**src/pkg/sdc_defines.svh**
```systemverilog
// Offsets, field positions, reset values, widths and RAM count of the block.
// Function
// Only the power-good reset restores defaults; other resets keep it.
// Software keeps every field at its recommended value.
// Bit 3 is read-only status: 1 while external power is on.
// Bit 8 set: emit a trigger on each software/hardware CRC mismatch.
// Trigger enable is ignored while CRC is offloaded to hardware.
// Bit 9 set: a mismatch blocks later writes to the listed RAMs.
// Bit 10 set: shadow read RAM data goes to the observation port.
// Bit 11 picks inbound (1) or outbound (0) data, only with bit 10.
// Bit 12 picks data RAM (1) or descriptor RAM (0), only with bit 10; code also uses it with bit 13 alone.
// Bit 13 set: shadow read RAMs are readable over the slave bus; code exposes only the inbound data or descriptor RAM.
// Bits 31:18 and 4-7, 14-17 writable reserved, default 0; bits 0-2 zero.
// Trigger is a one-clock pulse; write block is sticky until reset; code holds trigger_o high for each cycle crc_check_i sees a mismatch.
`ifndef SDC_DEFINES_SVH
`define SDC_DEFINES_SVH

`define SDC_ADDR_W          8
`define SDC_OFF_CTRL        8'h2C
`define SDC_OFF_IRQ_STATUS  8'h40
`define SDC_OFF_IRQ_MASK    8'h44

`define SDC_CTRL_RESET      32'h00000000
`define SDC_CTRL_WR_MASK    32'hFFFFFFF0
`define SDC_IRQ_RESET       3'h0

`define SDC_BIT_PWR         3
`define SDC_BIT_TRIG_EN     8
`define SDC_BIT_WR_DIS      9
`define SDC_BIT_OBS_EN      10
`define SDC_BIT_OBS_IN      11
`define SDC_BIT_OBS_DATA    12
`define SDC_BIT_SLV_RD      13

`define SDC_IRQ_W           3
`define SDC_IRQ_MISMATCH    0
`define SDC_IRQ_WR_BLOCK    1
`define SDC_IRQ_PWR_CHG     2

`define SDC_RAM_CNT         7

`endif

```
**src/pkg/sdc_pkg.sv**
```systemverilog
// Types shared by the spare debug control block.
package sdc_pkg;

  typedef enum logic [1:0] {
    SDC_BUS_IDLE,
    SDC_BUS_ACK,
    SDC_BUS_WAIT
  } sdc_bus_state_type;

  typedef enum logic [1:0] {
    SDC_OBS_DESC_OUT,
    SDC_OBS_DESC_IN,
    SDC_OBS_DATA_OUT,
    SDC_OBS_DATA_IN
  } sdc_obs_src_type;

endpackage

```
**src/hw/sdc_spare_debug_control.sv**
```systemverilog
// Spare debug control register with CRC mismatch trigger and RAM guard.
//
// Our own choice: the Wishbone register port.
`include "sdc_defines.svh"

module sdc_spare_debug_control #(
  parameter int DATA_W  = 32,
  parameter int RAM_CNT = `SDC_RAM_CNT
) (
  input  wire logic                    clk_i,
  input  wire logic                    rst_i,
  input  wire logic                    func_rst_i,
  // Classic Wishbone slave.
  input  wire logic                    wb_cyc_i,
  input  wire logic                    wb_stb_i,
  input  wire logic                    wb_we_i,
  input  wire logic [`SDC_ADDR_W-1:0]  wb_adr_i,
  input  wire logic [3:0]              wb_sel_i,
  input  wire logic [31:0]             wb_dat_i,
  output logic      [31:0]             wb_dat_o,
  output logic                         wb_ack_o,
  output logic                         irq_o,
  // Power and CRC compare.
  input  wire logic                    ext_power_i,
  input  wire logic                    crc_check_i,
  input  wire logic [31:0]             sw_crc_i,
  input  wire logic [31:0]             hw_crc_i,
  input  wire logic                    crc_offload_i,
  output logic                         trigger_o,
  // RAM write guard.
  output logic                         ram_wr_block_o,
  input  wire logic [RAM_CNT-1:0]      ram_wr_req_i,
  output logic      [RAM_CNT-1:0]      ram_wr_en_o,
  // Shadow read RAM visibility.
  input  wire logic [DATA_W-1:0]       desc_in_i,
  input  wire logic [DATA_W-1:0]       desc_out_i,
  input  wire logic [DATA_W-1:0]       data_in_i,
  input  wire logic [DATA_W-1:0]       data_out_i,
  output logic      [DATA_W-1:0]       obs_data_o,
  output logic                         obs_valid_o,
  output logic                         shadow_slave_rd_en_o,
  output logic      [DATA_W-1:0]       shadow_slave_data_o
);
  import sdc_pkg::*;

  // Merge write data into a word under the Wishbone byte enables.
  function automatic logic [31:0] byte_merge(
    input logic [31:0] old_val,
    input logic [31:0] new_val,
    input logic [3:0]  sel
  );
    logic [31:0] res;
    res = old_val;
    for (int b = 0; b < 4; b++) begin
      if (sel[b]) begin
        res[b*8 +: 8] = new_val[b*8 +: 8];
      end
    end
    return res;
  endfunction

  // Pick the observation source from the in/out and data/desc selects.
  function automatic sdc_obs_src_type obs_pick(
    input logic sel_in,
    input logic sel_data
  );
    sdc_obs_src_type src;
    src = SDC_OBS_DESC_OUT;
    case ({sel_data, sel_in})
      2'b00: src = SDC_OBS_DESC_OUT;
      2'b01: src = SDC_OBS_DESC_IN;
      2'b10: src = SDC_OBS_DATA_OUT;
      2'b11: src = SDC_OBS_DATA_IN;
      default: src = SDC_OBS_DESC_OUT;
    endcase
    return src;
  endfunction

  // Register hit decode, shared by every write strobe.
  function automatic logic reg_hit(
    input logic [`SDC_ADDR_W-1:0] adr,
    input logic [`SDC_ADDR_W-1:0] off
  );
    return adr == off;
  endfunction

  sdc_bus_state_type          bus_state_r;
  sdc_bus_state_type          bus_state_nxt;
  logic [31:0]                ctrl_r;
  logic                       pwr_r;
  logic [`SDC_IRQ_W-1:0]      irq_status_r;
  logic [`SDC_IRQ_W-1:0]      irq_mask_r;
  logic [31:0]                rd_data_r;
  logic                       trigger_r;
  logic                       wr_block_r;
  logic [DATA_W-1:0]          obs_data_r;
  logic                       obs_valid_r;
  logic [DATA_W-1:0]          slave_data_r;
  logic [31:0]                ctrl_view;
  logic [31:0]                rd_mux;
  logic                       bus_req;
  logic                       wr_take;
  logic                       mismatch;
  logic                       trig_fire;
  logic                       block_set;
  logic [`SDC_IRQ_W-1:0]      irq_event;
  logic [`SDC_IRQ_W-1:0]      irq_clear;
  sdc_obs_src_type            obs_src;
  logic [31:0]                ctrl_nxt;
  logic [`SDC_IRQ_W-1:0]      irq_status_nxt;
  logic [`SDC_IRQ_W-1:0]      irq_mask_nxt;
  logic                       ctrl_wr;
  logic                       stat_wr;
  logic                       mask_wr;

  assign bus_req = wb_cyc_i & wb_stb_i;
  // A write lands only on the edge at which the master sees ack.
  assign wr_take = (bus_state_r == SDC_BUS_ACK) & bus_req & wb_we_i;
  assign ctrl_wr = wr_take & reg_hit(wb_adr_i, `SDC_OFF_CTRL);
  assign stat_wr = wr_take & reg_hit(wb_adr_i, `SDC_OFF_IRQ_STATUS)
                   & wb_sel_i[0];
  assign mask_wr = wr_take & reg_hit(wb_adr_i, `SDC_OFF_IRQ_MASK)
                   & wb_sel_i[0];

  // Bus handshake: one wait cycle, ack for one cycle, then drop.
  always_comb begin
    bus_state_nxt = bus_state_r;
    case (bus_state_r)
      SDC_BUS_IDLE: begin
        if (bus_req) begin
          bus_state_nxt = SDC_BUS_ACK;
        end
      end
      SDC_BUS_ACK: begin
        bus_state_nxt = SDC_BUS_WAIT;
      end
      SDC_BUS_WAIT: begin
        if (!bus_req) begin
          bus_state_nxt = SDC_BUS_IDLE;
        end
      end
      default: begin
        bus_state_nxt = SDC_BUS_IDLE;
      end
    endcase
  end

  always_ff @(posedge clk_i) begin
    if (rst_i) begin
      bus_state_r <= SDC_BUS_IDLE;
    end else begin
      bus_state_r <= bus_state_nxt;
    end
  end

  assign wb_ack_o = (bus_state_r == SDC_BUS_ACK);

  // Bits 2:0 read as zero and bit 3 mirrors the external power level.
  always_comb begin
    ctrl_view = ctrl_r & `SDC_CTRL_WR_MASK;
    ctrl_view[`SDC_BIT_PWR] = pwr_r;
  end

  always_comb begin
    rd_mux = 32'h00000000;
    case (wb_adr_i)
      `SDC_OFF_CTRL: begin
        rd_mux = ctrl_view;
      end
      `SDC_OFF_IRQ_STATUS: begin
        rd_mux = {29'h0000000, irq_status_r};
      end
      `SDC_OFF_IRQ_MASK: begin
        rd_mux = {29'h0000000, irq_mask_r};
      end
      default: begin
        rd_mux = 32'h00000000;
      end
    endcase
  end

  // Read data is captured when the request first arrives.
  always_ff @(posedge clk_i) begin
    if (rst_i) begin
      rd_data_r <= 32'h00000000;
    end else if (bus_state_r == SDC_BUS_IDLE && bus_req) begin
      rd_data_r <= rd_mux;
    end
  end

  assign wb_dat_o = rd_data_r;

  // Read-only bits never take storage, so bits 3:0 stay zero here.
  always_comb begin
    ctrl_nxt = ctrl_r;
    if (ctrl_wr) begin
      ctrl_nxt = byte_merge(ctrl_r, wb_dat_i, wb_sel_i)
                 & `SDC_CTRL_WR_MASK;
    end
  end

  // Only the power-good reset touches this register; func_rst_i does not.
  always_ff @(posedge clk_i) begin
    if (rst_i) begin
      ctrl_r <= `SDC_CTRL_RESET;
    end else begin
      ctrl_r <= ctrl_nxt;
    end
  end

  // Power input is synchronous, so one flop suffices to register it.
  always_ff @(posedge clk_i) begin
    if (rst_i) begin
      pwr_r <= 1'b0;
    end else begin
      pwr_r <= ext_power_i;
    end
  end

  assign mismatch = crc_check_i & (sw_crc_i != hw_crc_i);
  // Offloaded CRC has no software value, so the enable is ignored.
  assign trig_fire = mismatch & ctrl_r[`SDC_BIT_TRIG_EN]
                     & ~crc_offload_i;

  always_ff @(posedge clk_i) begin
    if (rst_i || func_rst_i) begin
      trigger_r <= 1'b0;
    end else begin
      trigger_r <= trig_fire;
    end
  end

  assign trigger_o = trigger_r;

  assign block_set = mismatch & ctrl_r[`SDC_BIT_WR_DIS];

  // Sticky guard; clearing bit 9 later does not reopen the RAMs.
  always_ff @(posedge clk_i) begin
    if (rst_i) begin
      wr_block_r <= 1'b0;
    end else if (block_set) begin
      wr_block_r <= 1'b1;
    end
  end

  assign ram_wr_block_o = wr_block_r;

  genvar g;
  generate
    for (g = 0; g < RAM_CNT; g++) begin : g_ram_guard
      assign ram_wr_en_o[g] = ram_wr_req_i[g] & ~wr_block_r;
    end
  endgenerate

  assign obs_src = obs_pick(ctrl_r[`SDC_BIT_OBS_IN],
                            ctrl_r[`SDC_BIT_OBS_DATA]);

  // Port rests at zero when visibility is off, so no RAM data leaks.
  always_ff @(posedge clk_i) begin
    if (rst_i) begin
      obs_data_r  <= '0;
      obs_valid_r <= 1'b0;
    end else if (ctrl_r[`SDC_BIT_OBS_EN]) begin
      obs_valid_r <= 1'b1;
      case (obs_src)
        SDC_OBS_DESC_OUT: begin
          obs_data_r <= desc_out_i;
        end
        SDC_OBS_DESC_IN: begin
          obs_data_r <= desc_in_i;
        end
        SDC_OBS_DATA_OUT: begin
          obs_data_r <= data_out_i;
        end
        SDC_OBS_DATA_IN: begin
          obs_data_r <= data_in_i;
        end
        default: begin
          obs_data_r <= '0;
        end
      endcase
    end else begin
      obs_valid_r <= 1'b0;
      obs_data_r  <= '0;
    end
  end

  assign obs_data_o  = obs_data_r;
  assign obs_valid_o = obs_valid_r;

  // Slave path shows the inbound data RAM (bit 12 set) or descriptor RAM (bit 12 clear) when allowed, zero otherwise.
  always_ff @(posedge clk_i) begin
    if (rst_i) begin
      slave_data_r <= '0;
    end else if (ctrl_r[`SDC_BIT_SLV_RD]) begin
      slave_data_r <= ctrl_r[`SDC_BIT_OBS_DATA] ?
                      data_in_i : desc_in_i;
    end else begin
      slave_data_r <= '0;
    end
  end

  assign shadow_slave_rd_en_o = ctrl_r[`SDC_BIT_SLV_RD];
  assign shadow_slave_data_o  = slave_data_r;

  always_comb begin
    irq_event = '0;
    irq_event[`SDC_IRQ_MISMATCH] = mismatch;
    irq_event[`SDC_IRQ_WR_BLOCK] = block_set & ~wr_block_r;
    irq_event[`SDC_IRQ_PWR_CHG]  = pwr_r ^ ext_power_i;
  end

  assign irq_clear = stat_wr ? wb_dat_i[`SDC_IRQ_W-1:0] : '0;

  // A new event in the clear cycle survives: set wins over clear.
  always_comb begin
    irq_status_nxt = (irq_status_r & ~irq_clear) | irq_event;
  end

  always_ff @(posedge clk_i) begin
    if (rst_i) begin
      irq_status_r <= `SDC_IRQ_RESET;
    end else begin
      irq_status_r <= irq_status_nxt;
    end
  end

  always_comb begin
    irq_mask_nxt = irq_mask_r;
    if (mask_wr) begin
      irq_mask_nxt = wb_dat_i[`SDC_IRQ_W-1:0];
    end
  end

  always_ff @(posedge clk_i) begin
    if (rst_i) begin
      irq_mask_r <= `SDC_IRQ_RESET;
    end else begin
      irq_mask_r <= irq_mask_nxt;
    end
  end

  assign irq_o = |(irq_status_r & irq_mask_r);

endmodule

```
**config.mk**
```make
export PLATFORM = sky130hd
export DESIGN_NAME = sdc_spare_debug_control
export DESIGN_NICKNAME = d
export VERILOG_FILES = /design/src/pkg/sdc_pkg.sv /design/src/hw/sdc_spare_debug_control.sv
export VERILOG_INCLUDE_DIRS = /design/src /design/src/pkg
export SDC_FILE = /design/constraint.sdc
export NUM_CORES = 1
export LEC_CHECK = 0
export ABC_AREA = 1
export ABC_CLOCK_PERIOD_IN_PS = 1500
export BUFFER_PORTS_ARGS = -buffer_cell sky130_fd_sc_hd__buf_2
export CAP_MARGIN = 30
export CORE_AREA = 4 4 139 141
export DETAILED_ROUTE_END_ITERATION = 6
export DIE_AREA = 0 0 143 145
export HOLD_SLACK_MARGIN = 0.08
export MAX_ROUTING_LAYER = met4
export PLACE_DENSITY = 0.61
export SKIP_LAST_GASP = 1
export SLEW_MARGIN = 20
export SYNTH_ARGS = -nofsm -noshare
export SYNTH_HDL_FRONTEND = slang
export SYNTH_SLANG_ARGS = --single-unit
```
**constraint.sdc**
```tcl
create_clock -name clk_i -period 1.5 [get_ports clk_i]
set_input_delay 0.075 -clock clk_i [delete_from_list [all_inputs] [get_ports clk_i]]
set_output_delay 0.075 -clock clk_i [all_outputs]
set_load 0.02 [all_outputs]
```
==> After elaboration in Yosys (flattened, before gate mapping) <==
Cells that the tools add are included.
{ "word_totals": {"wordCells": 79, "mem_count": 0, "in_bits": 252, "output_inout_bits": 109, "ramBits": 0, "rom_bits": 0, "latchBits": 0, "ff_bits": 136} }
{ "op_classes": {"n_mux": 9, "div": 0, "mul": 0, "bitwise_logic": 29, "n_eq_ne": 14, "n_reduce_logical": 13, "add_sub_neg": 0, "shifts": 0, "order_cmp": 0} }
{ "op_table": {"columns": ["op", "count"], "rows": [
  ["case mux 32 bit (4 select lines)", 1],
  ["case mux 32 bit (3 select lines)", 1],
  ["two-way mux 32 bit", 1],
  ["!= test 32 bit", 1],
  ["AND 1 bit", 20],
  ["== test 8 x 7 -> 1 bit, second input constant", 2],
  ["== test 2 bit, second input constant", 5],
  ["AND reduction 2 bit", 5],
  ["== test 8 x 6 -> 1 bit, second input constant", 1],
  ["case mux 2 bit (4 select lines)", 1],
  ["AND 3 bit", 2],
  ["== test 2 x 1 -> 1 bit, second input constant", 3],
  ["logical NOT 2 bit", 3],
  ["case mux 2 bit (3 select lines)", 1],
  ["two-way mux 2 bit", 2],
  ["!= test 2 bit, second input constant", 2],
  ["inverter 1 bit", 4],
  ["OR reduction 2 bit", 2],
  ["two-way mux 3 bit", 1],
  ["inverter 3 bit", 1],
  ["bitwise OR 3 bit", 1],
  ["OR reduction 3 bit", 1],
  ["logical AND 1 bit", 1],
  ["logical OR 1 bit", 1],
  ["other kinds (2)", 2]
]} }

==> Depth between registers and ports, before layout <==
Gate-level depths: netlist (run 1).
{ "depth": {"ltp_word": 9, "ltp_mapped": 10, "ltp_nobuf": 10} }

==> Worst setup path before layout (run 1) <==
No wires, ideal clock.
{ "synth_path": {"kind": "reg-to-reg", "start": "register bus_state_r[0]", "end": "register ctrl_r[12]", "t_required_ns": 1.384, "synth_period_minus_slack_ns": 1.392, "setup_time_ns": 0.116, "stages_incl_launch_ff": 9, "arrival_ns": 1.277, "slack_ns": 0.108, "n_path_buf": 1, "path_cell_list": "dfxtp_1 inv_1 nor2_4 nand3_1 nor2_4 nand2_2 buf_6 o21ai_2 a21oi_2"} }
{ "synth_via": {"elab_chain_len": 5} }
{ "synth_lines": {"columns": ["item", "line", "source"], "rows": [
  ["from (decl)", "sdc_spare_debug_control.sv:87", "sdc_bus_state_type bus_state_r;"],
  ["from (signal assigned)", "sdc_spare_debug_control.sv:152", "bus_state_r <= bus_state_nxt;"],
  ["== test 2 x 1 -> 1 bit", null, null],
  ["named net wb_ack_o", "sdc_spare_debug_control.sv:21", "output logic wb_ack_o,"],
  ["AND 1 bit (2 in a row)", "sdc_spare_debug_control.sv:118", "assign wr_take = (bus_state_r == SDC_BUS_ACK) & bus_req & wb_we_i;"],
  ["AND 1 bit", "sdc_spare_debug_control.sv:119", "assign ctrl_wr = wr_take & reg_hit(wb_adr_i, `SDC_OFF_CTRL);"],
  ["AND reduction 2 bit (no line)", null, null],
  ["to (signal assigned)", "sdc_spare_debug_control.sv:205", "ctrl_r <= `SDC_CTRL_RESET;"],
  ["to (signal assigned)", "sdc_spare_debug_control.sv:207", "ctrl_r <= ctrl_nxt;"],
  ["to (decl)", "sdc_spare_debug_control.sv:89", "logic [31:0] ctrl_r;"]
]} }
The timed path passes the listed nets, and every way through them passes these cells.
A chain may end at the register's enable or synchronous reset.

==> Worst setup path after layout (run 1) <==
{ "layout_path": {"start": "register ctrl_r[13]", "end": "register slave_data_r[28] (netlist: shadow_slave_data_o[28])"} }
{ "layout_via": {"elab_chain_len": 2} }
{ "layout_lines": {"columns": ["item", "line", "source"], "rows": [
  ["inverter 1 bit (no line)", null, null],
  ["OR reduction 2 bit (no line)", null, null],
  ["to (signal assigned)", "sdc_spare_debug_control.sv:296", "slave_data_r <= ctrl_r[`SDC_BIT_OBS_DATA] ?"],
  ["to (decl)", "sdc_spare_debug_control.sv:98", "logic [DATA_W-1:0] slave_data_r;"]
]} }
No other way between the ends.

==> results.yml, run 1 <==
clocking:
  clkLatencyLatePin_ns: 0.42
  cts_tree: "done"
  htree_levels: 4
  clk_path_buf_depth: 2
  cts-root-buf: "clkbuf_16"
  cts.clk_slew.worst_paths_ns: 0.06
  numCtsBuffers: 17
  cts.sinks: 136
power_and_ir_drop:
  total_power_mw: 9.332
  cellPowerDensity_nw_per_um2: 911.5
  ir_worst_vdd_uv: 743.8
  power.leakage_nw: 4.796
sta:
  setup_tns_ns: 0
  fmax_mhz: 709.9
  rsz0062_at_grt: "yes"
  worst_pin_slew_ns: 0.5023
  slew_headroom: 0.6652
  clock_skew_ns: 0.01781
  setup_viol_count_final: 0
  timing.final.crit_share: 0.9391
  hold_viol: 0
  setup_slack_ns: 0.09134
  hold_ws_ns: 0.09830
  fin_crit_ns: 1.409
  maxSlewViolCount: 0
route:
  first_iter_violations: 313
  vias_per_cell: 4.682
  vias: 6953
  firstDrtPassIters: 4
  route.detailed.drc: 0
  antenna_left: 0
  wl_per_cell_um: 16.48
  drt-total-wl_um: 24480
floorplan:
  fp.dieArea_um2: 20740
  core_area_um2: 17960
  die_x_um: 143
  fp-row-count: 49
  ios: 361
  die_height_um: 145
  start_util: 0.3142
logic_synthesis:
  synth_compound_area_frac: 0.1507
  yosysSeqAreaShare: 0.4824
  syn_area_um2: 5644
  synth_cell_types: 38
  synthCells: 701
  yosys_warnings: 0
  synth-xor-area-share: 0.03724
  yosys.area_share.simple: 0.2157
  synth_top_family_by_area: "simple AND/OR/NAND/NOR gates"
  ys_ff_latch: 136
  syn_nets: 953
  synthMuxAreaShare: 0.05143
  synth.avg_cell_area_um2: 8.052
  synth-adder-area-share: 0
grt:
  antenna_found_initial: 3
  grt_max_degree: 48
  grt_use_met1: 0.2515
  grt_use_total: 0.2295
  grt_pass1_vias: 7158
  use_met2: 0.3788
  grt_pass1_wl_um: 36810
  met3_usage: 0.05890
  grt.busiest_layer: "met2"
  overflow: 0
layout:
  final_common_cell: "buf_2"
  post-route-util: 0.5700
  fin_area_um2: 10240
  nets: 1492
  syn2layout_area_growth_pct: 81.40
  most-common-layout-cells: "buf_2 (359), nand2_1 (180), dlygate4sd3_1 (171)"
  drive_gt1_frac: 0.3591
  fin_cells: 1485
worst_setup_path:
  critPathMaxFanout: 33
  cp.required_ns: 1.80
  crit_path_end_kind: "register"
  setup.worst_path.start_class: "register"
  worstSetupPathType: "register to register"
  arrival_ns: 1.70
placed_design:
  numPortBuffers: 359
  place.gp.congestion: 0.8720
  dpl.cell_count: 1274
  place_ws_ns: 0.04996
  dpl_cell_area_um2: 7784
  hpwl_um: 16030
status:
  status: "finished, final reports clean"
job:
  max-cap-violations: 0
worst_hold_path:
  hp-class: "input pin to register"
-- registers in the layout, indices dropped and copies added (netlist names) --
signal,flops
wb_dat_o,32
ram_wr_block_o,1
obs_data_o,32
bus_state_r,2
ctrl_r,28
trigger_o,1
shadow_slave_data_o,32
pwr_r,1
irq_mask_r,3
irq_status_r,3
obs_valid_o,1
-- routing by layer --
metal | part of all wire | routed length [µm]
met1 | 0.37 | 9129
met2 | 0.48 | 11760
met3 | 0.097 | 2369
met4 | 0.050 | 1220
met5 | 0 | 0
-- worst max-delay path, cell delays in order (launching register included) --
cell,delay [ns]
dfxtp_2,0.34
nand2_1,0.11
buf_12,0.21
a21oi_1,0.06
dlygate4sd3_1,0.55
-- cell type report --
| type | count | area, µm² |
|---|---|---|
| fillers | 1561 | 7725 |
| repair buffers | 555 | 3792 |
| flip-flops and latches | 136 | 2725 |
| multi-input cells | 482 | 2585 |
| clock buffers | 19 | 442.9 |
| well taps | 229 | 286.5 |
| clock inverters | 13 | 211.5 |
| inverters | 48 | 187.7 |
| diodes | 3 | 7.507 |
-- kinds of logic (layout without fill, tap and decap cells) --
family	count (synthesis)	count (layout)
AOI/OAI and AO/OA	144	144
xor gates and xnor gates	24	24
buffers and inverters	83	635
DFF	136	136
muxes	29	29
other	0	3
and+or+nand+nor	285	285
-- what timing repair did --
action                                 CTS  global route
endpoints found under the hold margin  112             7
gates resized for setup                  0             9
hold buffers                           170             1
setup endpoints to repair                0            20
buffers inserted                         0             4
-- report_power, final --
group	internal (mW)	total, mW	switching [mW]
Sequential	3.62	3.63	0.00569
Clock	3.02	4.67	1.65
Combinational	0.636	1.04	0.405
Total	7.27	9.33	2.06
-- final timing paths --
check	from	endpoint	slack, ns	cells after the start
worst max-delay path	ctrl_r[13]$_SDFFE_PP0P_	shadow_slave_data_o[28]$_SDFF_PP0_	0.09	4
worst min-delay path	wb_adr_i[1]	wb_dat_o[13]$_SDFFE_PP0P_	0.1	4
worst max register to register	ctrl_r[13]$_SDFFE_PP0P_	shadow_slave_data_o[28]$_SDFF_PP0_	0.09	4
worst min register to register	ctrl_r[7]$_SDFFE_PP0P_	wb_dat_o[7]$_SDFFE_PP0P_	0.45	2
-- cell usage after synthesis, drive strengths merged --
library cell    n  area share
o21ai          29       0.027
a21oi          81       0.074
xnor2          24       0.037
o31ai           1      0.0013
a32o            1      0.0018
a211oi         13       0.017
nor2           77       0.057
nand4           3      0.0071
nor3            7      0.0091
clkinv          2      0.0018
nor4            2      0.0044
o221ai         16       0.025
or2             1      0.0011
a41oi           3      0.0047
inv            46       0.031
dfxtp         136        0.48
mux2i          29       0.051
nand3          10      0.0098
clkbuf         22       0.015
buf            13       0.016
nand2         185        0.13
Power figures use the tool's default switching activity.
==> run 2: changes to the inputs <==
--- a/config.mk
+++ b/config.mk
@@ -16,6 +16,7 @@
 export HOLD_SLACK_MARGIN = 0.08
 export MAX_ROUTING_LAYER = met4
 export PLACE_DENSITY = 0.61
+export REMOVE_ABC_BUFFERS = 1
 export SKIP_LAST_GASP = 1
 export SLEW_MARGIN = 20
 export SYNTH_ARGS = -nofsm -noshare
==> run 2 against run 1 <==
Against the previous run:
- sequential power barely moved
- setup slack got worse by 0.029 ns
- highest routed layer unchanged
- largest cell class unchanged
- sequential share of layout area is 0.38 points higher
- non-clock buffer count fell by 8
- utilization down 0.81 points
- final cell count down 0.61%
- global-route usage grew 0.49 points
- fmax down 2.0%
- power is 7.4% lower
- clock power fell by 15%
- critical endpoint is now shadow_slave_data_o[29]$_SDFF_PP0_
- worst hold slack gained 0.0021 ns
- die area stayed put
==> results.yml, run 2 (synthesis gave the netlist of run 1 again) <==
status:
  status: "finished, final reports clean"
power_and_ir_drop:
  p_int_mw: 6.596
  cellPowerDensity_nw_per_um2: 856.6
  p_sw_frac: 0.2371
  ir_worst_vdd_uv: 721.0
  p_comb_frac: 0.121
  power.leakage_nw: 4.725
  p_seq_frac: 0.419
  pwr-share-clk: 0.460
  power.net_switching_mw: 2.050
placed_design:
  place_ws_ns: 0.09160
  numPortBuffers: 359
  dpl_cell_area_um2: 7764
  place.gp.congestion: 0.9031
  hpwl_um: 16110
grt:
  grt_use_total: 0.2343
  overflow: 0
  grt_pass1_vias: 6986
  grt_pass1_wl_um: 37320
  grt_max_degree: 59
  antenna_found_initial: 2
worst_setup_path:
  crit_path_end_kind: "register"
  worstSetupPathType: "register to register"
  reg2reg_depth: 4
  worstReg2RegEnd: "shadow_slave_data_o[29]$_SDFF_PP0_"
  r2r_slack_ns: 0.06
  critPathMaxFanout: 17
  cp.required_ns: 1.85
  crit_path_start: "ctrl_r[12]$_SDFFE_PP0P_"
  arrival_ns: 1.79
  setup.worst_path.start_class: "register"
  r2r-start: "ctrl_r[12]$_SDFFE_PP0P_"
  crit_end: "shadow_slave_data_o[29]$_SDFF_PP0_"
sta:
  worst_pin_slew_ns: 0.6159
  timing.final.crit_share: 0.9584
  setup_tns_ns: 0
  fin_crit_ns: 1.438
  fmax_mhz: 695.6
  setup_slack_ns: 0.06236
  slew_headroom: 0.5894
  setup_viol_count_final: 0
  clock_skew_ns: 0.01715
  hold_viol: 0
  rsz0062_at_grt: "yes"
  maxSlewViolCount: 0
  hold_ws_ns: 0.1004
layout:
  multi_input_area_um2: 2601
  syn2layout_area_growth_pct: 78.83
  final_common_cell: "buf_2"
  post-route-util: 0.5619
  most-common-layout-cells: "buf_2 (359), nand2_1 (179), dlygate4sd3_1 (166)"
  fill_cells: 1634
  seqCellArea_um2: 2725
  nets: 1484
  drive_gt1_frac: 0.3574
  fin_area_um2: 10090
floorplan:
  die_height_um: 145
  fp.dieArea_um2: 20740
  fp-row-count: 49
  core_area_um2: 17960
  die_x_um: 143
  start_util: 0.3142
  ios: 361
clocking:
  clkLatencyLatePin_ns: 0.41
  cts_tree: "done"
  cts-root-buf: "clkbuf_16"
  htree_levels: 4
  clk_path_buf_depth: 2
  cts.sinks: 136
  cts.clk_slew.worst_paths_ns: 0.06
  numCtsBuffers: 17
route:
  dr_wl_met3_um: 1714
  wl_met1_um: 10280
  wl_per_cell_um: 16.67
  vias_per_cell: 4.610
  antenna_left: 0
  route.detailed.drc: 0
  vias: 6805
  first_iter_violations: 325
  top_layer: "met4"
  drt-total-wl_um: 24610
  firstDrtPassIters: 4
  met2_wirelength_um: 11840
job:
  max-cap-violations: 0
worst_hold_path:
  min_from: "wb_adr_i[1]"
  hp-class: "input pin to register"
## run 2: changes by cell type in the layout (fill, tap and decap cells not counted), moves of 3 or more
cell,change
buf_4,-3
bufinv_16,-4
dlygate4sd3_1,-5
clkinv_4,+3
## run 2: how the worst min path moves through the flow
stage | endpoint | slack, ns | cells after the start
floorplan | bus_state_r[1]$_SDFFE_PP0P_ | 0.14 | 1
detailed placement | ctrl_r[7]$_SDFFE_PP0P_ | 0.30 | 3
CTS | wb_dat_o[13]$_SDFFE_PP0P_ | 0.08 | 4
finish | wb_dat_o[13]$_SDFFE_PP0P_ | 0.10 | 4
global route | ctrl_r[4]$_SDFFE_PP0P_ | 0.10 | 4
global placement | ctrl_r[4]$_SDFFE_PP0P_ | 0.30 | 3
## run 2: final cells by class
cell class              instances  share of cell area
diodes                          2           0.0004958
clock buffers                  20             0.04425
clock inverters                12             0.01153
inverters                      48             0.01859
multi-input cells             482              0.2577
flip-flops and latches        136              0.2700
well taps                     229             0.02839
repair buffers                547              0.3690
## run 2: stage by stage
stage,total power [mW],std cells
2_1_floorplan,3.919,666
3_3_place_gp,4.360,1273
3_5_place_dp,4.364,1273
4_1_cts,8.690,1470
5_1_grt,9.000,1476
6_report,8.646,1476
## run 2: routing by layer
metal	vias up	GRT usage
met1	3087	0.2921
met2	316	0.3691
li1	3366	-
met5	-	-
met3	36	0.05199
met4	0	0.09078
## run 2: power by group through the flow
| stage | clock, mW | combinational (mW) | sequential [mW] |
|---|---|---|---|
| detailed placement | 0 | 0.659 | 3.71 |
| floorplan | 0 | 0.215 | 3.70 |
| global placement | 0 | 0.655 | 3.71 |
| global route | 4.25 | 1.13 | 3.62 |
| finish | 3.98 | 1.04 | 3.63 |
| CTS | 4.07 | 0.995 | 3.62 |
## run 2: timing repair
item,in CTS,in global routing
setup endpoints to repair,0,27
setup buffers,0,1
hold buffers,165,1
resized for setup,0,11
hold endpoints to repair,102,1
## run 2: worst max-delay path, cell delays in order (launching register included)
cell           delay [ns]
dfxtp_2              0.42
buf_12               0.20
nand2_1              0.07
a21oi_1              0.13
dlygate4sd3_1        0.55
